### src/shared/rtc_alarm_pkg.sv
// Constants for the clock and alarm control block
package rtc_alarm_pkg;
   // ----------------------------------------
   // Register byte addresses and alias ops
   // ----------------------------------------
   localparam logic [11:0] CLOCK_CONTROL = 12'h200;
   localparam logic [11:0] ALARM_CONTROL = 12'h210;
   localparam logic [11:0] CLOCK_TIME = 12'h220;
   localparam logic [11:0] CLOCK_DATE = 12'h230;
   localparam logic [11:0] ALARM_TIME = 12'h240;
   localparam logic [11:0] ALARM_DATE = 12'h250;
   localparam logic [1:0] OP_WRITE = 2'h0;
   localparam logic [1:0] OP_CLR = 2'h1;
   localparam logic [1:0] OP_SET = 2'h2;
   localparam logic [1:0] OP_INV = 2'h3;
   // ----------------------------------------
   // Field positions
   // ----------------------------------------
   localparam int ON_BIT = 15;
   localparam int HALF_BIT = 1;
   localparam int EN_BIT = 15;
   localparam int CHIME_BIT = 14;
   localparam int PIV_BIT = 13;
   localparam int SYNC_BIT = 12;
   localparam int MASK_LSB = 8;
   localparam int HR_LSB = 24;
   localparam int MIN_LSB = 16;
   localparam int SEC_LSB = 8;
   localparam int YR_LSB = 24;
   localparam int MON_LSB = 16;
   localparam int DAY_LSB = 8;
   // Implemented bits of each time and date register; write masks for the two control registers
   localparam logic [31:0] CCON_WMASK = 32'h0000_8000;
   localparam logic [31:0] ALRM_WMASK = 32'h0000_cfff;
   localparam logic [31:0] TIME_MASK = 32'h3f7f_7f00;
   localparam logic [31:0] DATE_MASK = 32'hff1f_3f07;
   localparam logic [31:0] ADATE_MASK = 32'h001f_ff07;
   // ----------------------------------------
   // Timing
   // ----------------------------------------
   localparam int CLK_HZ = 25_000_000;
   localparam int HALF_SEC_MS = 500;
   localparam int HAZARD_CLOCKS = 32;
   localparam logic [31:0] POR_VALUE = 32'h0000_0000;
   // ----------------------------------------
   // Interval codes
   // ----------------------------------------
   typedef enum logic [3:0] {
      IV_HALF = 4'h0, IV_SEC = 4'h1, IV_10SEC = 4'h2, IV_MIN = 4'h3,
      IV_10MIN = 4'h4, IV_HOUR = 4'h5, IV_DAY = 4'h6, IV_WEEK = 4'h7,
      IV_MONTH = 4'h8, IV_YEAR = 4'h9
   } interval_t;
endpackage

### src/design/rtc_alarm_control.sv
// Clock, calendar and alarm control with an APB register slave
module rtc_alarm_control #(
   parameter int unsigned HALF_SEC_CYCLES =
      rtc_alarm_pkg::CLK_HZ / 1000 * rtc_alarm_pkg::HALF_SEC_MS
) (
   // Clock and power-on reset
   input wire logic i_clk,
   input wire logic i_rst,
   // APB slave
   input wire logic i_psel,
   input wire logic i_penable,
   input wire logic i_pwrite,
   input wire logic [11:0] i_paddr,
   input wire logic [31:0] i_pwdata,
   output logic [31:0] o_prdata,
   output logic o_pready,
   output logic o_pslverr,
   // Alarm pulse
   output logic o_alarm_pulse
);
   // ----------------------------------------
   // Helpers
   // ----------------------------------------
   function automatic logic [31:0] alias_op(input logic [31:0] old,
         input logic [31:0] wd, input logic [1:0] op);
      unique case (op)
         rtc_alarm_pkg::OP_CLR: alias_op = old & ~wd;
         rtc_alarm_pkg::OP_SET: alias_op = old | wd;
         rtc_alarm_pkg::OP_INV: alias_op = old ^ wd;
         default: alias_op = wd;
      endcase
   endfunction

   // Returns {carry, next} for a BCD field rolling from last to first
   function automatic logic [8:0] bcd_step(input logic [7:0] v,
         input logic [7:0] first, input logic [7:0] last);
      if (v >= last) begin
         bcd_step = {1'b1, first};
      end else if (v[3:0] == 4'h9) begin
         bcd_step = {1'b0, v[7:4] + 4'h1, 4'h0};
      end else begin
         bcd_step = {1'b0, v + 8'h01};
      end
   endfunction

   function automatic logic [7:0] month_last(input logic [7:0] mon,
         input logic [7:0] yr);
      logic leap;
      leap = yr[4] ? (yr[3:0] == 4'h2 || yr[3:0] == 4'h6)
                   : (yr[3:0] == 4'h0 || yr[3:0] == 4'h4 || yr[3:0] == 4'h8);
      unique case (mon)
         8'h02: month_last = leap ? 8'h29 : 8'h28;
         8'h04, 8'h06, 8'h09, 8'h11: month_last = 8'h30;
         default: month_last = 8'h31;
      endcase
   endfunction

   // ----------------------------------------
   // APB decode
   // ----------------------------------------
   logic [31:0] prdata_q, rd_d;
   logic pready_q, pslverr_q, hit;
   logic [11:0] base;
   logic [1:0] op;
   logic wr;
   assign base = {i_paddr[11:4], 4'h0};
   assign op = i_paddr[3:2];
   assign hit = base >= rtc_alarm_pkg::CLOCK_CONTROL
             && base <= rtc_alarm_pkg::ALARM_DATE && i_paddr[1:0] == 2'h0;
   assign wr = i_psel && i_penable && pready_q && i_pwrite && hit;

   // ----------------------------------------
   // Registers
   // ----------------------------------------
   logic on_q, half_q, en_q, chime_q, pulse_q;
   logic [3:0] mask_q;
   logic [7:0] rpt_q;
   logic [31:0] time_q, date_q, atime_q, adate_q;
   logic [23:0] presc_q;
   logic half_tick, sec_tick, hazard, event_w, chk_half_q, chk_sec_q, match;
   logic [31:0] alrm_rd, ccon_rd, alrm_new, ccon_new;

   assign ccon_rd = ({31'h0, on_q} << rtc_alarm_pkg::ON_BIT)
                  | ({31'h0, half_q} << rtc_alarm_pkg::HALF_BIT);
   assign alrm_rd = {16'h0, en_q, chime_q, pulse_q, hazard, mask_q, rpt_q};
   assign alrm_new = alias_op(alrm_rd, i_pwdata, op);
   assign ccon_new = alias_op(ccon_rd, i_pwdata, op);

   // Prescaler and half-second tick
   assign half_tick = on_q && presc_q == 24'(HALF_SEC_CYCLES - 1);
   assign sec_tick = half_tick && half_q;
   assign hazard = on_q
      && presc_q >= 24'(HALF_SEC_CYCLES - rtc_alarm_pkg::HAZARD_CLOCKS);

   always_ff @(posedge i_clk) begin
      if (i_rst) begin
         presc_q <= 24'h0;
         half_q <= 1'b0;
         on_q <= 1'b0;
      end else begin
         if (half_tick) begin
            presc_q <= 24'h0;
            half_q <= ~half_q;
         end else if (on_q) begin
            presc_q <= presc_q + 24'h1;
         end
         if (wr && base == rtc_alarm_pkg::CLOCK_CONTROL) begin
            on_q <= ccon_new[rtc_alarm_pkg::ON_BIT];
         end
      end
   end

   // ----------------------------------------
   // Time and date counting
   // ----------------------------------------
   logic [8:0] s_n, m_n, h_n, d_n, mo_n, y_n, wd_n;
   always_comb begin
      s_n = bcd_step(time_q[15:8], 8'h00, 8'h59);
      m_n = bcd_step(time_q[23:16], 8'h00, 8'h59);
      h_n = bcd_step(time_q[31:24], 8'h00, 8'h23);
      d_n = bcd_step(date_q[15:8], 8'h01,
                     month_last(date_q[23:16], date_q[31:24]));
      mo_n = bcd_step(date_q[23:16], 8'h01, 8'h12);
      y_n = bcd_step(date_q[31:24], 8'h00, 8'h99);
      wd_n = bcd_step(date_q[7:0], 8'h00, 8'h06);
   end

   always_ff @(posedge i_clk) begin
      if (wr && base == rtc_alarm_pkg::CLOCK_TIME) begin
         time_q <= alias_op(time_q, i_pwdata, op) & rtc_alarm_pkg::TIME_MASK;
      end else if (sec_tick) begin
         time_q[15:8] <= s_n[7:0];
         if (s_n[8]) begin
            time_q[23:16] <= m_n[7:0];
         end
         if (s_n[8] && m_n[8]) begin
            time_q[31:24] <= h_n[7:0];
         end
      end
      if (wr && base == rtc_alarm_pkg::CLOCK_DATE) begin
         date_q <= alias_op(date_q, i_pwdata, op) & rtc_alarm_pkg::DATE_MASK;
      end else if (sec_tick && s_n[8] && m_n[8] && h_n[8]) begin
         date_q[7:0] <= wd_n[7:0];
         date_q[15:8] <= d_n[7:0];
         if (d_n[8]) begin
            date_q[23:16] <= mo_n[7:0];
         end
         if (d_n[8] && mo_n[8]) begin
            date_q[31:24] <= y_n[7:0];
         end
      end
      if (wr && base == rtc_alarm_pkg::ALARM_TIME) begin
         atime_q <= alias_op(atime_q, i_pwdata, op) & rtc_alarm_pkg::TIME_MASK;
      end
      if (wr && base == rtc_alarm_pkg::ALARM_DATE) begin
         adate_q <= alias_op(adate_q, i_pwdata, op) & rtc_alarm_pkg::ADATE_MASK;
      end
   end

   // ----------------------------------------
   // Alarm match
   // ----------------------------------------
   always_ff @(posedge i_clk) begin
      if (i_rst) begin
         chk_half_q <= 1'b0;
         chk_sec_q <= 1'b0;
      end else begin
         chk_half_q <= half_tick;
         chk_sec_q <= sec_tick;
      end
   end

   always_comb begin
      unique case (mask_q)
         rtc_alarm_pkg::IV_HALF: match = chk_half_q;
         rtc_alarm_pkg::IV_SEC: match = chk_sec_q;
         rtc_alarm_pkg::IV_10SEC: match = chk_sec_q
            && time_q[11:8] == atime_q[11:8];
         rtc_alarm_pkg::IV_MIN: match = chk_sec_q
            && time_q[15:8] == atime_q[15:8];
         rtc_alarm_pkg::IV_10MIN: match = chk_sec_q
            && time_q[19:8] == atime_q[19:8];
         rtc_alarm_pkg::IV_HOUR: match = chk_sec_q
            && time_q[23:8] == atime_q[23:8];
         rtc_alarm_pkg::IV_DAY: match = chk_sec_q && time_q == atime_q;
         rtc_alarm_pkg::IV_WEEK: match = chk_sec_q && time_q == atime_q
            && date_q[2:0] == adate_q[2:0];
         rtc_alarm_pkg::IV_MONTH: match = chk_sec_q && time_q == atime_q
            && date_q[15:8] == adate_q[15:8];
         // February 29 exists only in leap years
         rtc_alarm_pkg::IV_YEAR: match = chk_sec_q && time_q == atime_q
            && date_q[23:8] == adate_q[23:8];
         default: match = 1'b0;
      endcase
   end
   assign event_w = en_q && match;

   // ----------------------------------------
   // Alarm control register
   // ----------------------------------------
   logic wr_alrm;
   assign wr_alrm = wr && base == rtc_alarm_pkg::ALARM_CONTROL;

   always_ff @(posedge i_clk) begin
      if (i_rst) begin
         {en_q, chime_q, mask_q, rpt_q} <= 14'h0;
      end else if (wr_alrm) begin
         // Software write wins over a same-cycle alarm in these fields; pulse_q still toggles on that alarm
         en_q <= alrm_new[rtc_alarm_pkg::EN_BIT];
         chime_q <= alrm_new[rtc_alarm_pkg::CHIME_BIT];
         mask_q <= alrm_new[rtc_alarm_pkg::MASK_LSB +: 4];
         rpt_q <= alrm_new[7:0];
      end else if (event_w) begin
         if (rpt_q == 8'h00 && !chime_q) begin
            en_q <= 1'b0;
         end
         if (rpt_q != 8'h00 || chime_q) begin
            rpt_q <= rpt_q - 8'h01;
         end
      end
   end

   always_ff @(posedge i_clk) begin
      if (i_rst) begin
         pulse_q <= 1'b0;
      end else if (wr_alrm && !en_q) begin
         pulse_q <= alrm_new[rtc_alarm_pkg::PIV_BIT];
      end else if (event_w) begin
         pulse_q <= ~pulse_q;
      end
   end
   assign o_alarm_pulse = pulse_q;

   // ----------------------------------------
   // APB read and answer
   // ----------------------------------------
   always_comb begin
      rd_d = 32'h0;
      unique case (base)
         rtc_alarm_pkg::CLOCK_CONTROL: rd_d = ccon_rd;
         rtc_alarm_pkg::ALARM_CONTROL: rd_d = alrm_rd;
         rtc_alarm_pkg::CLOCK_TIME: rd_d = time_q;
         rtc_alarm_pkg::CLOCK_DATE: rd_d = date_q;
         rtc_alarm_pkg::ALARM_TIME: rd_d = atime_q;
         rtc_alarm_pkg::ALARM_DATE: rd_d = adate_q;
         default: rd_d = 32'h0;
      endcase
   end

   always_ff @(posedge i_clk) begin
      if (i_rst) begin
         prdata_q <= rtc_alarm_pkg::POR_VALUE;
         pready_q <= 1'b0;
         pslverr_q <= 1'b0;
      end else begin
         pready_q <= i_psel && !i_penable;
         pslverr_q <= i_psel && !i_penable && !hit;
         prdata_q <= (i_psel && !i_penable && hit && !i_pwrite) ? rd_d : 32'h0;
      end
   end
   assign o_prdata = prdata_q;
   assign o_pready = pready_q;
   assign o_pslverr = pslverr_q;
endmodule

### config.mk
export PLATFORM = sky130hd
export DESIGN_NAME = rtc_alarm_control
export DESIGN_NICKNAME = d
export VERILOG_FILES = /design/src/shared/rtc_alarm_pkg.sv /design/src/design/rtc_alarm_control.sv
export SDC_FILE = /design/constraint.sdc
export NUM_CORES = 1
export LEC_CHECK = 0
export BUFFER_PORTS_ARGS = -buffer_cell sky130_fd_sc_hd__buf_2
export CELL_PAD_IN_SITES_DETAIL_PLACEMENT = 1
export CELL_PAD_IN_SITES_GLOBAL_PLACEMENT = 1
export CORE_MARGIN = 5
export CORE_UTILIZATION = 40
export DETAILED_ROUTE_END_ITERATION = 8
export GPL_TIMING_DRIVEN = 0
export PLACE_DENSITY = 0.66
export SYNTH_ARGS = -nofsm -noshare
export SYNTH_HDL_FRONTEND = slang
export SYNTH_SLANG_ARGS = --single-unit
### constraint.sdc
create_clock -name i_clk -period 5.3 [get_ports i_clk]
set_input_delay 0.265 -clock i_clk [delete_from_list [all_inputs] [get_ports i_clk]]
set_output_delay 0.265 -clock i_clk [all_outputs]
set_load 0.01 [all_outputs]
==> results.yml, run 1 <==
status:
  status: "complete, no violations"
timing:
  maxSlewHeadroom_pct: 12.6
  grt_setup_unrepaired: "no"
  tightest_slew_ns: 1.31
  hold_violations: 0
  setup_violations: 0
  layout_worst_path_cycle_share_pct: 87.2
  period_needed_ns: 4.62
  fin_skew_ns: 0.0134
  maxSlewViolCount: 0
  max_freq_ghz: 0.216
  setup_tns_ns: 0
worst_setup_path:
  crit_buf_inv: 2
  r2r_slack_ns: 0.68
  worst_path_most_repeated_cell: "a21o_1"
  crit_chain: "inv_1 -> ha_1 -> nand3_1 -> or4b_2 -> o311ai_0 -> ha_1 -> nand4b_1 -> a21o_1 -> a21o_1 -> a211oi_1 -> nor2b_1 -> buf_2 -> a21o_1"
  cp_max_fo: 10
  cp-end-kind: "flop"
  r2r_cells: 13
  required_ns: 5.44
  critPathLaunchType: "flop"
  cp_top_family: "compound AO/OA/AOI/OAI gates"
  setup.worst_path.class: "reg -> reg"
  r2r-end: "date_q[27]"
  r2r_start: "date_q[20]"
  crit_slowest_cell: "or4b_2"
  max_stage_delay_ns: 0.73
  cp.arrival_ns: 4.76
place:
  dp.cells: 2017
  routabilityCongestion: 0.939
  io_buffers: 81
  hpwl_um: 38200
pwr:
  combPwrFrac_pct: 11.4
  leakage_nw: 6.45
  fin_total_pwr_w: 0.00301
  vdd_drop_max_mv: 0.189
  power_density_nw_per_um2: 194
  switching_share_pct: 29.5
  power.share.clock_pct: 43.4
  intPower_w: 0.00212
  p_switching_w: 0.000887
  seqPwrFrac_pct: 45.1
die:
  die_area_um2: 38600
  fp-row-count: 68
  die_x_um: 196
  initial_utilization_pct: 40.3
  coreArea_um2: 34500
  die_h_um: 196
  pin_count: 84
synth:
  syn-num-nets: 1741
  synthAdderAreaFrac_pct: 19.2
  ys_seq_elements: 169
  synth-seq-area-share_pct: 30.0
  async_reset_ff_share_pct: 0
  netlist_area_um2: 13900
  yosysWarnings: 0
  synth_cell_types: 59
  netlist_instances: 1479
  synthMuxAreaShare_pct: 11.6
  synth_edf_count: 78
  yosys.area_share.simple_pct: 10.9
  ys_dominant_reg_cell: "dfxtp_1"
  syn_avg_cell_area_um2: 9.39
  synth_compound_area_share_pct: 15.5
  synthXorXnorAreaFrac_pct: 5.36
  synth_top_family_by_area: "adder cells"
drt:
  ant_nets: 0
  drc: 0
  dr.pass1.iters: 8
  totalWireLength_um: 51400
  wl_per_cell_um: 25.1
  routed_via_density: 5.95
  drt_iter0_drc: 1317
  vias: 12201
finish:
  nNetsFinal: 1843
  fillers: 4051
  final_core_util_pct: 45.0
  antenna_cells: 0
  syn2layout_area_growth_pct: 11.6
  layout-drive-gt1-share_pct: 14.5
  instances_no_fill: 2049
job:
  maxCapViolCount: 0
clocking:
  path_clk_slew_ns: 0.08
  cts_resized: 0
  cts_setup_buffers: 0
  cts_hold_buf: 0
  cts_tree: "done"
  cts_htree_levels: 4
  cts_sinks: 169
  clock_path_buffers: 2
  cts_inserted_buffers: 17
  cts-root-buf: "clkbuf_16"
  insertion_delay_ns: 0.47
grt:
  busiest_layer: "met2"
  globalRouteMet2Util_pct: 42.5
  antenna_found_initial: 0
  grt.total_usage_pct: 26.3
  grt_max_degree: 21
  use_met1_pct: 35.4
  grt_pass1_vias: 12555
  grt-ovfl-total: 0
  met3_usage_pct: 4.77
  grt_pass1_wl_um: 77200
min_path:
  hp-start: "i_psel"
  holdPathEnd: "o_pready"
  hold_class: "in -> reg"
  hold_depth: 3
Yosys cell counts (all sizes together) (15+ instances only):
master	number	area, µm²
and3	15	93.8
o21ai	30	150
inv	182	683
mux4	41	923
a211oi	66	495
xnor2	39	342
nand2	69	259
dfxtp	91	1820
xor2	46	403
a21oi	94	470
clkbuf	79	297
edfxtp	78	2340
mux2	53	597
a222oi	23	230
nor4	15	106
ha	213	2670
a22oi	21	158
nor2	109	409
nor3	23	125
nand3	29	145
o22ai	41	257
state kept, by name, summed over array words and instances, names as in the netlist:
register       cells
en_q               1
o_prdata          32
adate_q           16
rpt_q              8
chime_q            1
date_q            32
half_q             1
chk_half_q         1
time_q            24
o_alarm_pulse      1
o_pslverr          1
presc_q           24
o_pready           1
mask_q             4
on_q               1
chk_sec_q          1
atime_q           20
kinds of logic after synthesis:
| logic type | after synthesis |
|---|---|
| mux | 103 |
| flops | 169 |
| compound gates | 320 |
| fa+ha+maj | 213 |
| buf+inv | 274 |
| xor+xnor | 85 |
| simple gates | 315 |
layout by cell type (no fill, tap or decap), types with 53 or more instances in the layout:
master / netlist / routed
dfxtp_1: 91 / 91
inv_1: 182 / 182
a21oi_1: 94 / 94
a211oi_1: 66 / 66
ha_1: 213 / 213
mux2_2: 53 / 53
edfxtp_1: 78 / 78
buf_2: 6 / 87
nor2_1: 109 / 108
clkbuf_1: 79 / 79
nand2_1: 69 / 69
per-layer routing:
layer / up-vias / routed length (µm)
li1: 5544 / -
met1: 6132 / 22400
met2: 432 / 23700
met3: 93 / 3400
met4: 0 / 1940
met5: - / 0
worst max-delay path by stage:
stage	start	endpoint	slack (ns)	cells past startpoint
floorplan	date_q[20]	date_q[16]	1.49	13
global placement	date_q[20]	date_q[27]	0.73	13
detailed placement	date_q[20]	date_q[27]	0.68	13
CTS	date_q[20]	date_q[25]	0.67	13
global route	date_q[20]	date_q[25]	0.45	13
finish	date_q[20]	date_q[27]	0.68	13
metrics by stage:
| step | instance area (µm²) | hold WS (ns) | worst slack [ns] |
|---|---|---|---|
| 2_1_floorplan | 13900 | 0.394 | 1.49 |
| 3_3_place_gp | 14900 | 0.476 | 0.733 |
| 3_5_place_dp | 14900 | 0.484 | 0.676 |
| 4_1_cts | 15500 | 0.0354 | 0.675 |
| 5_1_grt | 15500 | 0.0590 | 0.448 |
| 6_report | 15500 | 0.0468 | 0.678 |
cell type report:
cell class / count / area (µm²) / area share (%)
buffer: 92 / 353 / 2.28
clock buffer: 17 / 425 / 2.74
clock inverter: 15 / 151 / 0.977
inverter: 182 / 683 / 4.41
multi-input combinational: 1036 / 8700 / 56.1
sequential: 169 / 4160 / 26.9
tap: 455 / 569 / 3.67
timing repair buffer: 83 / 460 / 2.97
power groups by stage:
stage	Sequential, W	Clock [W]	Combinational [W]
2_1_floorplan	0.00139	0	0.000207
6_report	0.00136	0.00131	0.000345
4_1_cts	0.00136	0.00133	0.000342
3_3_place_gp	0.00139	0	0.000323
5_1_grt	0.00136	0.00138	0.000373
3_5_place_dp	0.00139	0	0.000341
worst reg2reg max path, delay by kind of cell (launching register included):
family / cells / cell delay [ns]
adder cells (fa/ha/maj): 2 / 0.50
AND/OR/NAND/NOR: 4 / 1.10
flip-flops: 1 / 0.55
AO/OA/AOI/OAI: 5 / 1.78
buffers and inverters: 2 / 0.36
No activity file was read; power rests on OpenSTA's default activity.
==> inputs of run 2 (changes only) <==
--- a/config.mk
+++ b/config.mk
@@ -12,7 +12,7 @@
 export CORE_UTILIZATION = 40
 export DETAILED_ROUTE_END_ITERATION = 8
 export GPL_TIMING_DRIVEN = 0
-export PLACE_DENSITY = 0.66
+export PLACE_DENSITY_LB_ADDON = 0.15
 export SYNTH_ARGS = -nofsm -noshare
 export SYNTH_HDL_FRONTEND = slang
 export SYNTH_SLANG_ARGS = --single-unit
==> run 2 against run 1 <==
Routed wire length increased by 0.80%; largest power group unchanged; global-route usage increased by 0.27 points; die area unchanged; critical endpoint is now date_q[25]; cell count about the same; critical path type unchanged; maximum frequency increased by 1.6%; critical path depth unchanged; power about the same; clock power about the same; non-clock buffer count decreased by 1.
==> results.yml, run 2 (synthesized netlist as in run 1, its figures left out) <==
die:
  fp-row-count: 68
  die_h_um: 196
  initial_utilization_pct: 40.3
  die_x_um: 196
  pin_count: 84
  die_area_um2: 38600
  coreArea_um2: 34500
min_path:
  hold_class: "in -> reg"
  hp-start: "i_psel"
  hold_depth: 3
timing:
  setup_tns_ns: 0
  fin_skew_ns: 0.0122
  grt_setup_unrepaired: "no"
  period_needed_ns: 4.55
  fin_ws_ns: 0.751
  maxSlewViolCount: 0
  setup_violations: 0
  hold_violations: 0
  max_freq_ghz: 0.220
  maxSlewHeadroom_pct: 6.87
  tightest_slew_ns: 1.40
  layout_worst_path_cycle_share_pct: 85.8
place:
  io_buffers: 81
  dp_slack_ns: 0.795
  hpwl_um: 38300
  routabilityCongestion: 0.925
  place_area_um2: 14900
clocking:
  cts_setup_buffers: 0
  cts_hold_buf: 0
  cts_sinks: 169
  cts_resized: 0
  cts_inserted_buffers: 17
  cts-root-buf: "clkbuf_16"
  insertion_delay_ns: 0.47
  cts_htree_levels: 4
  path_clk_slew_ns: 0.08
  cts_tree: "done"
  clock_path_buffers: 2
finish:
  antenna_cells: 0
  final_area_um2: 15500
  final_cell_mix: "213 x ha_1, 182 x inv_1, 108 x nor2_1, 94 x a21oi_1, 91 x dfxtp_1"
  nNetsFinal: 1842
  final_core_util_pct: 44.9
  syn2layout_area_growth_pct: 11.4
  final_common_cell: "ha_1"
  layout-drive-gt1-share_pct: 14.4
grt:
  grt_pass1_wl_um: 77900
  grt-ovfl-total: 0
  grt_pass1_vias: 12681
  antenna_found_initial: 0
  grt.total_usage_pct: 26.6
  grt_max_degree: 21
worst_setup_path:
  cp-end-kind: "flop"
  crit_chain: "inv_1 -> ha_1 -> nand3_1 -> or4b_2 -> o311ai_0 -> ha_1 -> nand4b_1 -> a21o_1 -> a21o_1 -> a211oi_1 -> nor2b_1 -> buf_2 -> a21o_1"
  required_ns: 5.45
  cp_top_family: "compound AO/OA/AOI/OAI gates"
  setup.worst_path.class: "reg -> reg"
  path_depth: 13
  r2r_start: "date_q[20]"
  crit_slowest_cell: "or4b_2"
  r2r_slack_ns: 0.75
  crit_buf_inv: 2
  cp_max_fo: 10
  cp.arrival_ns: 4.70
  critPathLaunchType: "flop"
  crit_start: "date_q[20]"
  max_stage_delay_ns: 0.72
  worst_path_most_repeated_cell: "a21o_1"
  r2r_cells: 13
drt:
  wl_per_cell_um: 25.3
  totalWireLength_um: 51900
  routed_via_density: 5.96
  dr.pass1.iters: 7
  ant_nets: 0
  drt_iter0_drc: 1202
  drc: 0
  vias: 12196
status:
  status: "complete, no violations"
job:
  maxCapViolCount: 0
pwr:
  fin_total_pwr_w: 0.00301
  leakage_nw: 6.44
  power_density_nw_per_um2: 195
  vdd_drop_max_mv: 0.223
## run 2: power by group
part           leakage (nW)  switching, W  internal, W
clock                 0.287      0.000643     0.000669
combinational          4.67      0.000210     0.000132
sequential             1.48   0.000000206      0.00136
total                  6.44      0.000852      0.00216
## run 2: path summary, 6_finish.rpt
| path | end |
|---|---|
| setup / recovery | date_q[25] |
| hold / removal | o_pready |
| setup reg to reg | date_q[25] |
| hold reg to reg | time_q[31] |
## run 2: layer usage
metal / wire [µm] / track usage [%] / part of all wire, %
met4: 2300 / 12.2 / 4.4
met1: 22800 / 35.4 / 44
met5: 0 / 0 / 0
met3: 3210 / 4.87 / 6.2
met2: 23600 / 42.1 / 45
## run 2: layout make-up
type	instances	area (µm²)
Buffer	92	354
Clock buffer	19	475
Clock inverter	13	105
Fill cell	4010	19000
Inverter	182	683
Multi-Input combinational cell	1036	8700
Sequential cell	169	4160
Tap cell	455	569
Timing Repair Buffer	82	433
## run 2: through the flow
stage,instances,hold WS (ns)
6_report,2048,0.0376
5_1_grt,2048,0.0688
4_1_cts,2048,0.0275
3_5_place_dp,2016,0.484
3_3_place_gp,2015,0.471
2_1_floorplan,1479,0.394
## run 2: worst reg2reg max path, stage by stage (launching register included)
cell and delay, ns:
edfxtp_1 0.56, inv_1 0.15, ha_1 0.18, nand3_1 0.10, or4b_2 0.72, o311ai_0 0.48, ha_1 0.32, nand4b_1 0.18
a21o_1 0.19, a21o_1 0.17, a211oi_1 0.53, nor2b_1 0.09, buf_2 0.19, a21o_1 0.38
==> inputs of run 3 (changes only) <==
--- a/config.mk
+++ b/config.mk
@@ -5,14 +5,15 @@
 export SDC_FILE = /design/constraint.sdc
 export NUM_CORES = 1
 export LEC_CHECK = 0
-export BUFFER_PORTS_ARGS = -buffer_cell sky130_fd_sc_hd__buf_2
 export CELL_PAD_IN_SITES_DETAIL_PLACEMENT = 1
 export CELL_PAD_IN_SITES_GLOBAL_PLACEMENT = 1
 export CORE_MARGIN = 5
 export CORE_UTILIZATION = 40
 export DETAILED_ROUTE_END_ITERATION = 8
+export DONT_BUFFER_PORTS = 1
 export GPL_TIMING_DRIVEN = 0
 export PLACE_DENSITY_LB_ADDON = 0.15
+export REMOVE_ABC_BUFFERS = 1
 export SYNTH_ARGS = -nofsm -noshare
 export SYNTH_HDL_FRONTEND = slang
 export SYNTH_SLANG_ARGS = --single-unit
==> constraint.sdc (replaced) <==
create_clock -name i_clk -period 3.65 [get_ports i_clk]
set_input_delay 0.1825 -clock i_clk [delete_from_list [all_inputs] [get_ports i_clk]]
set_output_delay 0.1825 -clock i_clk [all_outputs]
set_load 0.01 [all_outputs]
==> run 3 against run 2 <==
Flip-flop and latch count did not move; final area down 2.8%; global-route usage is 5.2 points lower; clock power is 46% higher; sequential power is 45% higher; non-clock buffer count down 155; cell count decreased by 7.6%; critical path depth down 1; via count down 9.0%; combinational power shrank 7.9%; power rose by 39%.
==> results.yml, run 3 (synthesized netlist as in run 1, its figures left out) <==
die:
  initial_utilization_pct: 40.3
  die_x_um: 196
  die_h_um: 196
  pin_count: 84
  coreArea_um2: 34500
  fp-row-count: 68
  die_area_um2: 38600
timing:
  setup_violations: 0
  max_freq_ghz: 0.284
  hold_slack_ns: 0.0246
  layout_worst_path_cycle_share_pct: 96.6
  maxSlewViolCount: 0
  hold_violations: 0
  maxSlewHeadroom_pct: 26.3
  fin_skew_ns: 0.0149
  tightest_slew_ns: 1.10
  period_needed_ns: 3.53
worst_setup_path:
  cp_max_fo: 8
  cp-end-kind: "flop"
  critPathLaunchType: "flop"
  required_ns: 3.86
  setup.worst_path.class: "reg -> reg"
  cp.arrival_ns: 3.73
drt:
  routed_via_density: 5.86
  ant_nets: 0
  wl_per_cell_um: 22.0
  drt_iter0_drc: 671
  vias: 11094
  dr.pass1.iters: 5
  drc: 0
  totalWireLength_um: 41700
clocking:
  cts_sinks: 169
  cts_inserted_buffers: 17
  insertion_delay_ns: 0.46
  cts-root-buf: "clkbuf_16"
  path_clk_slew_ns: 0.07
  clock_path_buffers: 2
  cts_tree: "done"
  cts_htree_levels: 4
grt:
  grt.total_usage_pct: 21.4
  grt_pass1_wl_um: 65600
  grt-ovfl-total: 0
  grt_pass1_vias: 11374
  grt_max_degree: 175
  antenna_found_initial: 0
finish:
  antenna_cells: 0
  final_cell_mix: "212 x ha_1, 180 x inv_1, 107 x nor2_1, 94 x a21oi_1, 89 x dfxtp_1"
  nNetsFinal: 1687
  syn2layout_area_growth_pct: 8.27
  final_common_cell: "ha_1"
  final_core_util_pct: 43.6
  instances_no_fill: 1893
  layout-drive-gt1-share_pct: 12.0
  fillers: 3899
place:
  routabilityCongestion: 0.804
  hpwl_um: 28700
  dp.cells: 1846
  io_buffers: 0
status:
  status: "complete, no violations"
pwr:
  leakage_nw: 6.04
  power_density_nw_per_um2: 279
  vdd_drop_max_mv: 0.270
job:
  maxCapViolCount: 0
min_path:
  hold_class: "in -> reg"
## run 3: cell count changes in the layout (fill, tap and decap cells not counted), sizes merged
cell         before  now
buf              94   13
clkbuf           99   18
dlygate4sd3       0    6
inv             189  186
bufinv            0    2
clkinvlp          1    3
## run 3: layout make-up
cell class                      instances  area [µm²]  area share, %
Tap cell                              455         569           3.79
Sequential cell                       169        4170           27.7
Inverter                              182         683           4.54
Clock buffer                           18         439           2.92
Multi-Input combinational cell       1036        8810           58.6
Clock inverter                         14         146          0.973
Timing Repair Buffer                   19         221           1.47
## run 3: path summary, 6_finish.rpt
path	startpoint	to	slack [ns]	cells past startpoint
worst max-delay path	date_q[20]	date_q[18]	0.12	12
worst min-delay path	i_paddr[2]	atime_q[27]	0.02	1
worst max register to register	date_q[20]	date_q[18]	0.12	12
worst min register to register	time_q[31]	time_q[31]	0.47	2
## run 3: timing repair
action                                  4_1_cts  5_1_grt
hold buffers                                  7        0
pin swaps                                     2        5
gates resized for setup                      17        8
endpoints found under the setup margin       73       49
setup buffers                                 6        1
endpoints found under the hold margin        22        0
## run 3: metrics by stage
stage	cell area [µm²]	setup WS [ns]	TNS (ns)	total power [W]
6_report	15000	0.124	0	0.00420
5_1_grt	15000	-0.00101	-0.00283	0.00435
4_1_cts	15000	0.0234	0	0.00424
3_5_place_dp	14200	-1.03	-61.03	0.00232
3_3_place_gp	14100	-2.11	-190.81	0.00230
2_1_floorplan	13500	-0.145	-1.81	0.00226
## run 3: critical path, cell delays in order, from the launching register on
cell and delay, ns:
edfxtp_1 0.40, inv_2 0.08, ha_2 0.18, nand3_1 0.10, or4b_4 0.59, o311ai_4 0.26
ha_1 0.28, nand4b_1 0.18, a21o_1 0.19, a21o_1 0.20, a211oi_4 0.36, nor2b_4 0.13
or2_4 0.33
## run 3: metal layers
| metal | global-route usage [%] | part of all wire (%) |
|---|---|---|
| met5 | 0 | 0 |
| met4 | 4.27 | 1.1 |
| met2 | 36.0 | 48 |
| met3 | 3.66 | 3.7 |
| met1 | 29.3 | 47 |
## run 3: where the power goes
group          leakage [nW]  internal [W]  switching, W  total (W)
clock network         0.281       0.00103      0.000875    0.00191
logic                  4.28      0.000170      0.000146   0.000315
registers              1.48       0.00197   0.000000884    0.00197
total                  6.04       0.00317       0.00102    0.00420
